===== config.mk =====
export PLATFORM = sky130hd
export DESIGN_NAME = rcf_top
export DESIGN_NICKNAME = d
export VERILOG_FILES = /design/src/rcf_pkg.sv /design/src/rcf_regbus_if.sv /design/src/rcf_pin_sync.sv /design/src/rcf_axil_slave.sv /design/src/rcf_top.sv
export VERILOG_INCLUDE_DIRS = /design/src
export SDC_FILE = /design/constraint.sdc
export NUM_CORES = 1
export LEC_CHECK = 0
export BUFFER_PORTS_ARGS = -buffer_cell sky130_fd_sc_hd__clkbuf_2
export CORE_MARGIN = 2
export CORE_UTILIZATION = 46
export DETAILED_ROUTE_END_ITERATION = 8
export PLACE_DENSITY_LB_ADDON = 0.05
export SLEW_MARGIN = 15
export SYNTH_ARGS = -nofsm -noshare
export SYNTH_HDL_FRONTEND = slang
export SYNTH_SLANG_ARGS = --single-unit

===== constraint.sdc =====
create_clock -name clock -period 2.75 [get_ports clock]
set_clock_uncertainty 0.1 [all_clocks]
set_input_delay 0.4125 -clock clock [delete_from_list [all_inputs] [get_ports clock]]
set_output_delay 0.4125 -clock clock [all_outputs]
set_load 0.01 [all_outputs]

===== src/rcf_cfg.svh =====
// Constants for the reset cause flag block: widths, offsets, bit positions, reset values.
// Assumes it is included by bare name; definitions only.
`ifndef RCF_CFG_SVH
`define RCF_CFG_SVH

`define RCF_DATA_W        32
`define RCF_ADDR_W        8
`define RCF_STRB_W        4
`define RCF_FLAG_W        8
`define RCF_PAD_W         24
`define RCF_WORD_LSB      2
`define RCF_LANE0         0

`define RCF_OFF_CAUSE     8'h00
`define RCF_OFF_IRQ_STAT  8'h04
`define RCF_OFF_IRQ_MASK  8'h08

`define RCF_BIT_OVF       7
`define RCF_BIT_UNF       6
`define RCF_BIT_WIN       5
`define RCF_BIT_WDT       4
`define RCF_BIT_PIN       3
`define RCF_BIT_INSTR     2
`define RCF_BIT_PWRON     1
`define RCF_BIT_BROWN     0

`define RCF_CAUSE_INIT    8'h3c
`define RCF_BROWN_LOAD    8'h3c
`define RCF_BROWN_KEEP    8'h02
`define RCF_HW_SET_MASK   8'hc0
`define RCF_HW_CLR_MASK   8'h3f
`define RCF_FLAGS_ZERO    8'h00

`define RCF_RESP_OKAY     2'b00
`define RCF_RESP_SLVERR   2'b10
`define RCF_PIN_IDLE      1'b1

`endif


===== src/rcf_pkg.sv =====
// Shared types of the reset cause flag block.
// Assumes rcf_cfg.svh is on the include path.
`include "rcf_cfg.svh"
package rcf_pkg;
	typedef logic [`RCF_FLAG_W-1:0] rcf_flags_type;
	typedef logic [`RCF_ADDR_W-1:0] rcf_addr_type;
	typedef logic [`RCF_DATA_W-1:0] rcf_data_type;
	typedef logic [`RCF_STRB_W-1:0] rcf_strb_type;
	typedef logic [1:0]             rcf_resp_type;
endpackage


===== src/rcf_regbus_if.sv =====
// Internal register access bundle between the bus slave and the flag register file.
// Assumes both ends run on the same clock; wr_en and rd_en are one-cycle pulses.
`timescale 1ns/1ns
interface rcf_regbus_if;
	import rcf_pkg::*;
	logic         wr_en;
	rcf_addr_type wr_addr;
	rcf_data_type wr_data;
	rcf_strb_type wr_strb;
	logic         wr_err;
	logic         rd_en;
	rcf_addr_type rd_addr;
	rcf_data_type rd_data;
	logic         rd_err;

	// Bus side drives requests, register side answers
	modport bus  (output wr_en, output wr_addr, output wr_data, output wr_strb, input wr_err,
		output rd_en, output rd_addr, input rd_data, input rd_err);
	modport regs (input wr_en, input wr_addr, input wr_data, input wr_strb, output wr_err,
		input rd_en, input rd_addr, output rd_data, output rd_err);
endinterface


===== src/rcf_pin_sync.sv =====
// Two flip-flop synchroniser for one asynchronous pin level.
// Assumes the pin idles high; only the second stage may be read outside.
`timescale 1ns/1ns
`include "rcf_cfg.svh"
module rcf_pin_sync (
	input  wire logic clock,
	input  wire logic rst,
	input  wire logic async_in,
	output logic      sync_q
);
	logic meta_q;

	// First stage feeds only the second stage
	always_ff @(posedge clock) begin
		if (rst) begin
			meta_q <= `RCF_PIN_IDLE;
			sync_q <= `RCF_PIN_IDLE;
		end else begin
			meta_q <= async_in;
			sync_q <= meta_q;
		end
	end
endmodule


===== src/rcf_axil_slave.sv =====
// AXI4-Lite slave front end: takes one write and one read at a time and hands them on as pulses.
// Assumes the register side answers rd_data, rd_err and wr_err combinationally.
`timescale 1ns/1ns
`include "rcf_cfg.svh"
module rcf_axil_slave
	import rcf_pkg::*;
(
	input  wire logic   clock,
	input  wire logic   rst,
	input  wire logic   s_axi_awvalid,
	input  rcf_addr_type s_axi_awaddr,
	output logic        s_axi_awready,
	input  wire logic   s_axi_wvalid,
	input  rcf_data_type s_axi_wdata,
	input  rcf_strb_type s_axi_wstrb,
	output logic        s_axi_wready,
	output logic        s_axi_bvalid,
	output rcf_resp_type s_axi_bresp,
	input  wire logic   s_axi_bready,
	input  wire logic   s_axi_arvalid,
	input  rcf_addr_type s_axi_araddr,
	output logic        s_axi_arready,
	output logic        s_axi_rvalid,
	output rcf_data_type s_axi_rdata,
	output rcf_resp_type s_axi_rresp,
	input  wire logic   s_axi_rready,
	rcf_regbus_if.bus   rb
);
	logic         aw_held_q;
	logic         w_held_q;
	rcf_addr_type addr_q;
	rcf_data_type data_q;
	rcf_strb_type strb_q;

	// Handshake terms
	wire aw_take = s_axi_awvalid & s_axi_awready;
	wire w_take  = s_axi_wvalid & s_axi_wready;
	wire wr_fire = aw_held_q & w_held_q;
	wire b_done  = s_axi_bvalid & s_axi_bready;
	wire ar_take = s_axi_arvalid & s_axi_arready;
	wire r_done  = s_axi_rvalid & s_axi_rready;

	// Requests towards the register file
	assign rb.wr_en   = wr_fire;
	assign rb.wr_addr = addr_q;
	assign rb.wr_data = data_q;
	assign rb.wr_strb = strb_q;
	assign rb.rd_en   = ar_take;
	assign rb.rd_addr = s_axi_araddr;

	// Write path: address and data in either order, response after both
	always_ff @(posedge clock) begin
		if (rst) begin
			aw_held_q     <= 1'b0;
			w_held_q      <= 1'b0;
			addr_q        <= '0;
			data_q        <= '0;
			strb_q        <= '0;
			s_axi_awready <= 1'b1;
			s_axi_wready  <= 1'b1;
			s_axi_bvalid  <= 1'b0;
			s_axi_bresp   <= `RCF_RESP_OKAY;
		end else begin
			aw_held_q     <= (aw_held_q | aw_take) & ~wr_fire;
			w_held_q      <= (w_held_q | w_take) & ~wr_fire;
			addr_q        <= aw_take ? s_axi_awaddr : addr_q;
			data_q        <= w_take ? s_axi_wdata : data_q;
			strb_q        <= w_take ? s_axi_wstrb : strb_q;
			s_axi_awready <= (s_axi_awready & ~aw_take) | b_done;
			s_axi_wready  <= (s_axi_wready & ~w_take) | b_done;
			s_axi_bvalid  <= wr_fire | (s_axi_bvalid & ~s_axi_bready);
			s_axi_bresp   <= wr_fire ? (rb.wr_err ? `RCF_RESP_SLVERR : `RCF_RESP_OKAY) : s_axi_bresp;
		end
	end

	// Read path: data latched at the address handshake
	always_ff @(posedge clock) begin
		if (rst) begin
			s_axi_arready <= 1'b1;
			s_axi_rvalid  <= 1'b0;
			s_axi_rdata   <= '0;
			s_axi_rresp   <= `RCF_RESP_OKAY;
		end else begin
			s_axi_arready <= (s_axi_arready & ~ar_take) | r_done;
			s_axi_rvalid  <= ar_take | (s_axi_rvalid & ~s_axi_rready);
			s_axi_rdata   <= ar_take ? rb.rd_data : s_axi_rdata;
			s_axi_rresp   <= ar_take ? (rb.rd_err ? `RCF_RESP_SLVERR : `RCF_RESP_OKAY) : s_axi_rresp;
		end
	end
endmodule


===== src/rcf_top.sv =====
// Reset cause flag register with AXI4-Lite access, event status, mask and interrupt.
// Assumes event inputs are one-cycle pulses from logic on the same clock; the pin is asynchronous.
`timescale 1ns/1ns
`include "rcf_cfg.svh"
module rcf_top
	import rcf_pkg::*;
(
	input  wire logic    clock,
	input  wire logic    rst,
	input  wire logic    s_axi_awvalid,
	input  rcf_addr_type s_axi_awaddr,
	output logic         s_axi_awready,
	input  wire logic    s_axi_wvalid,
	input  rcf_data_type s_axi_wdata,
	input  rcf_strb_type s_axi_wstrb,
	output logic         s_axi_wready,
	output logic         s_axi_bvalid,
	output rcf_resp_type s_axi_bresp,
	input  wire logic    s_axi_bready,
	input  wire logic    s_axi_arvalid,
	input  rcf_addr_type s_axi_araddr,
	output logic         s_axi_arready,
	output logic         s_axi_rvalid,
	output rcf_data_type s_axi_rdata,
	output rcf_resp_type s_axi_rresp,
	input  wire logic    s_axi_rready,
	input  wire logic    stack_overflow_evt,
	input  wire logic    stack_underflow_evt,
	input  wire logic    stack_reset_enable,
	input  wire logic    watchdog_clear_instr,
	input  wire logic    window_armed,
	input  wire logic    window_open,
	input  wire logic    watchdog_timeout_evt,
	input  wire logic    external_reset_pin_n,
	input  wire logic    reset_instr_evt,
	input  wire logic    power_on_evt,
	input  wire logic    brown_out_evt,
	output rcf_flags_type reset_cause_register_q,
	output logic         device_reset_q,
	output logic         irq_q
);
	// True when a byte address falls on the word of a register
	function automatic logic addr_hit(input rcf_addr_type addr, input rcf_addr_type off);
		addr_hit = (addr[`RCF_ADDR_W-1:`RCF_WORD_LSB] == off[`RCF_ADDR_W-1:`RCF_WORD_LSB]);
	endfunction

	rcf_flags_type irq_stat_q;
	rcf_flags_type irq_stat_d;
	rcf_flags_type irq_mask_q;
	rcf_flags_type irq_mask_d;
	rcf_flags_type cause_d;
	logic          pin_sync;
	logic          pin_prev_q;
	logic          irq_d;

	rcf_regbus_if rb_if();

	// Bus front end
	rcf_axil_slave u_slave (
		.clock         (clock),
		.rst           (rst),
		.s_axi_awvalid (s_axi_awvalid),
		.s_axi_awaddr  (s_axi_awaddr),
		.s_axi_awready (s_axi_awready),
		.s_axi_wvalid  (s_axi_wvalid),
		.s_axi_wdata   (s_axi_wdata),
		.s_axi_wstrb   (s_axi_wstrb),
		.s_axi_wready  (s_axi_wready),
		.s_axi_bvalid  (s_axi_bvalid),
		.s_axi_bresp   (s_axi_bresp),
		.s_axi_bready  (s_axi_bready),
		.s_axi_arvalid (s_axi_arvalid),
		.s_axi_araddr  (s_axi_araddr),
		.s_axi_arready (s_axi_arready),
		.s_axi_rvalid  (s_axi_rvalid),
		.s_axi_rdata   (s_axi_rdata),
		.s_axi_rresp   (s_axi_rresp),
		.s_axi_rready  (s_axi_rready),
		.rb            (rb_if.bus)
	);

	// External reset pin enters through two flops
	rcf_pin_sync u_pin_sync (
		.clock    (clock),
		.rst      (rst),
		.async_in (external_reset_pin_n),
		.sync_q   (pin_sync)
	);

	// Address decode for writes and reads
	wire hit_wr_cause = addr_hit(rb_if.wr_addr, `RCF_OFF_CAUSE);
	wire hit_wr_stat  = addr_hit(rb_if.wr_addr, `RCF_OFF_IRQ_STAT);
	wire hit_wr_mask  = addr_hit(rb_if.wr_addr, `RCF_OFF_IRQ_MASK);
	wire hit_rd_cause = addr_hit(rb_if.rd_addr, `RCF_OFF_CAUSE);
	wire hit_rd_stat  = addr_hit(rb_if.rd_addr, `RCF_OFF_IRQ_STAT);
	wire hit_rd_mask  = addr_hit(rb_if.rd_addr, `RCF_OFF_IRQ_MASK);
	wire lane0        = rb_if.wr_strb[`RCF_LANE0];

	// Register write strobes, only the low byte lane carries flags
	wire cause_wr = rb_if.wr_en & hit_wr_cause & lane0;
	wire stat_wr  = rb_if.wr_en & hit_wr_stat & lane0;
	wire mask_wr  = rb_if.wr_en & hit_wr_mask & lane0;
	wire rcf_flags_type wr_flags = rb_if.wr_data[`RCF_FLAG_W-1:0];

	// Unmapped addresses answer with a slave error
	assign rb_if.wr_err = ~(hit_wr_cause | hit_wr_stat | hit_wr_mask);
	assign rb_if.rd_err = ~(hit_rd_cause | hit_rd_stat | hit_rd_mask);

	// Read selection, upper bits read as zero
	wire rcf_flags_type rd_flags = hit_rd_cause ? reset_cause_register_q :
	                               hit_rd_stat  ? irq_stat_q :
	                               hit_rd_mask  ? irq_mask_q : `RCF_FLAGS_ZERO;
	assign rb_if.rd_data = {`RCF_PAD_W'h0, rd_flags};

	// Pin reset is taken on the falling edge of the synchronised level
	wire pin_fall = pin_prev_q & ~pin_sync;

	// Stack events count only while stack resets are enabled
	wire ovf_ev = stack_overflow_evt & stack_reset_enable;
	wire unf_ev = stack_underflow_evt & stack_reset_enable;

	// A watchdog clear before arming or outside the window is a violation
	wire win_ev = watchdog_clear_instr & (~window_armed | ~window_open);

	// Event vector in flag layout, one per cause
	wire rcf_flags_type ev;
	assign ev[`RCF_BIT_OVF]   = ovf_ev;
	assign ev[`RCF_BIT_UNF]   = unf_ev;
	assign ev[`RCF_BIT_WIN]   = win_ev;
	assign ev[`RCF_BIT_WDT]   = watchdog_timeout_evt;
	assign ev[`RCF_BIT_PIN]   = pin_fall;
	assign ev[`RCF_BIT_INSTR] = reset_instr_evt;
	assign ev[`RCF_BIT_PWRON] = power_on_evt;
	assign ev[`RCF_BIT_BROWN] = brown_out_evt;
	wire any_ev = |ev;

	// Firmware write forms the base value; untouched flags keep their state
	wire rcf_flags_type fw_base = cause_wr ? wr_flags : reset_cause_register_q;
	// Power-on loads the full initial pattern
	wire rcf_flags_type pwr_base = power_on_evt ? `RCF_CAUSE_INIT : fw_base;
	// Brown-out loads the pattern but keeps the power-on flag
	wire rcf_flags_type brn_base = brown_out_evt ?
	                               ((pwr_base & `RCF_BROWN_KEEP) | `RCF_BROWN_LOAD) : pwr_base;
	// Hardware events win over a firmware write in the same cycle
	assign cause_d = (brn_base | (ev & `RCF_HW_SET_MASK)) & ~(ev & `RCF_HW_CLR_MASK);

	// Sticky event status, cleared by writing one, new events win
	assign irq_stat_d = ((stat_wr ? ~wr_flags : irq_stat_q) & irq_stat_q) | ev;
	assign irq_mask_d = mask_wr ? wr_flags : irq_mask_q;
	assign irq_d      = |(irq_stat_d & irq_mask_d);

	// Cause flags; bus reset acts as a power-on
	always_ff @(posedge clock) begin
		if (rst) begin
			reset_cause_register_q <= `RCF_CAUSE_INIT;
		end else begin
			reset_cause_register_q <= cause_d;
		end
	end

	// Interrupt status, mask and output
	always_ff @(posedge clock) begin
		if (rst) begin
			irq_stat_q <= `RCF_FLAGS_ZERO;
			irq_mask_q <= `RCF_FLAGS_ZERO;
			irq_q      <= 1'b0;
		end else begin
			irq_stat_q <= irq_stat_d;
			irq_mask_q <= irq_mask_d;
			irq_q      <= irq_d;
		end
	end

	// Reset request pulse and pin edge history
	always_ff @(posedge clock) begin
		if (rst) begin
			device_reset_q <= 1'b0;
			pin_prev_q     <= `RCF_PIN_IDLE;
		end else begin
			device_reset_q <= any_ev;
			pin_prev_q     <= pin_sync;
		end
	end
endmodule


==> metrics.txt <==
worst r2r src u_slave.rb.wr_addr[4]$_SDFFE_PP0P_; fill count 574; proportion of layout cells with a drive suffix above 1 25.3%; WL/cell 13.4 µm; combinational family with the most area after synthesis simple AND/OR/NAND/NOR gates; post-synthesis async set-or-reset flop share 0%; reg-to-reg critical path endpoint irq_q$_SDFF_PP0_; Max Cap Viol 0; top-area cell type share of the netlist area 46.2%; Slew headroom 58.0%; ant diodes 0; Synth Instances 306; sequential power share 48.2%; Synth Cell Area 2650 µm²; maximum clock path buffer count 2; Hold Fails Final Rpt 0; # setup viols final 0; final setup TNS 0 ns; top cells by area, synth dfxtp_1, buf_4, mux2i_1; RSZ-0062 raised after global routing no; Tmin final 2.54 ns; GRT Resource Usage Total 19.5%; R2R Setup Slk 0.21 ns; Hold Crit Endpoint u_pin_sync.meta_q$_SDFF_PP1_; register area 1220 µm²; count of pins over their slew limit 0; Starting Density 47.7%; drt first pass iters 4; Yosys reg bits 61; simple logic cell fraction of the synthesized area 18.6%; status finished, final reports clean; Comb pwr share 9.5%; Die Y-Extent 79.8 µm; clock root buffer clkbuf_8; Fmax 394 MHz; post-synthesis cell type count 31; pwr/cell area 635 nW/µm²; Yosys top cell by area dfxtp_1; dpl hpwl 4230 µm; row count 27; Max Used Layer met4; Yosys warnings 0; Die X 79.8 µm; sequential-to-total area share from yosys stat 46.2%; DRT met1 WL 2890 µm; Net Sw Frac 23.9%; Crit Path Class flop to flop; Post-synth EDFFs 0; Leakage 1.40 nW; Worst Slack Setup Final 0.214 ns; IO Pins 121; XOR/XNOR share of the synthesized area 0%; Synth Area in Compound Gates 13.9%; most common cell in the netlist dfxtp_1; clk sinks 61; global-route wire length before repair 9210 µm; routed vias/inst 4.94; met3 WL 399 µm; Total Wirelength 5930 µm; core footprint 5540 µm²; Top FF cell, synth dfxtp_1; worst reg2reg path depth 5; Hold Crit Start external_reset_pin_n; most frequent cells after synthesis dfxtp_1, nand2_1, nor2_1; total CTS buffers 9; Iter 0 DRT Violations 95; H-tree depth 3; DRC Markers 0; adder-cell area share of the yosys netlist 0%; peak supply drop 0.361 mV; dpl ws 0.246 ns; Worst-path clk slew 0.07 ns; Clock power frac 42.3%; post-route ant nets 0; area of the multi-input gates 1230 µm²; met2 wire len 2520 µm; P_sw 0.000471 W; GRT overflow 0; RePlAce Congestion 0.841; period utilization 92.2%; CP endpoint kind flop; Total Power 0.00198 W; Area Growth Syn to Fin 17.6%; nets 436; vias 2189; crit-path max FO 8; worst skew pair latency 0.33 ns; antenna violations before repair 0; number of global-route vias before repair 1901; Syn Area/Cell 8.64 µm²; hold_buf cts 0; internal power 0.00150 W; Worst Hold Depth 2; CP arrival 2.66 ns; CP Launch Type flop; largest net degree at the start of global routing 30; IO buf count 63; Crit path required time 2.87 ns; Hold Crit Class input port to flop; Slew @ Worst Pin 0.629 ns; CTS resizes 0; post-synthesis mux area share 10.2%; CTS tree built; setup bufs post-CTS 0; DIE AREA 6370 µm²
[metrics by stage]
stage          utilization, %  instances  hold slack (ns)  cell area (µm²)
2_1_floorplan               -        331            0.289             2740
3_3_place_gp             52.4        427            0.295             2900
3_5_place_dp             52.4        427            0.297             2900
4_1_cts                  56.1        443            0.146             3110
5_1_grt                  56.1        443            0.155             3110
6_report                 56.1        443            0.160             3110
[power by group through the flow]
stage | clock network [W] | registers (W) | logic [W]
2_1_floorplan | 0 | 0.000968 | 0.000148
3_3_place_gp | 0 | 0.000970 | 0.000186
3_5_place_dp | 0 | 0.000971 | 0.000187
4_1_cts | 0.000861 | 0.000952 | 0.000188
5_1_grt | 0.000899 | 0.000956 | 0.000211
6_report | 0.000837 | 0.000951 | 0.000187
[critical path, cell delays in order, from the launching register on]
cell     delay [ns]
dfxtp_1        0.31
or4_4          0.55
or4_4          0.65
mux2i_1        0.26
o22ai_1        0.12
o41a_1         0.43
[final cells by class]
class | count | area share (%)
tap | 72 | 2.90
clock buffer | 11 | 4.22
sequential | 61 | 39.3
multi-input combinational | 221 | 39.5
inverter | 7 | 0.845
timing repair buffer | 66 | 10.9
clock inverter | 5 | 2.41
[sequential cells by signal, summed over array words and instances, names as in the netlist, 6 cells and up]
| name | cells |
|---|---|
| irq_mask_q | 8 |
| irq_stat_q | 8 |
| reset_cause_register_q | 8 |
| u_slave.rb.wr_data | 8 |
| u_slave.s_axi_rdata | 8 |
| u_slave.rb.wr_addr | 6 |
[routing by layer]
metal,GRT usage (%),vias up
met2,27.9,76
met5,0,-
met3,5.32,8
li1,-,1121
met1,26.7,984
met4,10.2,0
[worst max-delay path by stage]
stage                                             startpoint          endpoint  cells after the start
after CTS                 u_slave.rb.wr_addr[4]$_SDFFE_PP0P_  irq_q$_SDFF_PP0_                      5
after global placement    u_slave.rb.wr_addr[4]$_SDFFE_PP0P_  irq_q$_SDFF_PP0_                      5
after global routing      u_slave.rb.wr_addr[4]$_SDFFE_PP0P_  irq_q$_SDFF_PP0_                      5
after detailed placement  u_slave.rb.wr_addr[4]$_SDFFE_PP0P_  irq_q$_SDFF_PP0_                      5
final                     u_slave.rb.wr_addr[4]$_SDFFE_PP0P_  irq_q$_SDFF_PP0_                      5
after floorplan           u_slave.rb.wr_addr[4]$_SDFFE_PP0P_  irq_q$_SDFF_PP0_                      6
[kinds of logic (layout without fill, tap and decap cells)]
group,Yosys count,count (layout)
AOI/OAI and AO/OA,62,62
buffers and inverters,49,89
DFF,61,61
muxes,26,26
other,1,26
and+or+nand+nor,107,107
[cell usage in the layout (no fill, tap or decap)]
cell	count
clkbuf_2	63
dfxtp_1	61
nand2_1	42
nor2_1	30
conb_1	26
a21oi_1	22
mux2i_1	18
o21ai_0	14
o22ai_1	12
nand2b_1	9
clkbuf_8	9
a22oi_1	8
mux2_2	8
inv_1	7
nor3_1	6
nand3_1	6
or2_2	3
clkinv_2	3
buf_4	3
nor2b_1	2
or4_4	2
nor4_1	2
a211oi_1	2
bufinv_16	2
clkbuf_1	2
or4_1	1
nor4_2	1
nand3b_1	1
or3_1	1
a21boi_0	1
o41a_1	1
a41oi_1	1
a221o_1	1
and2_1	1
Power figures use the tool's default switching activity.
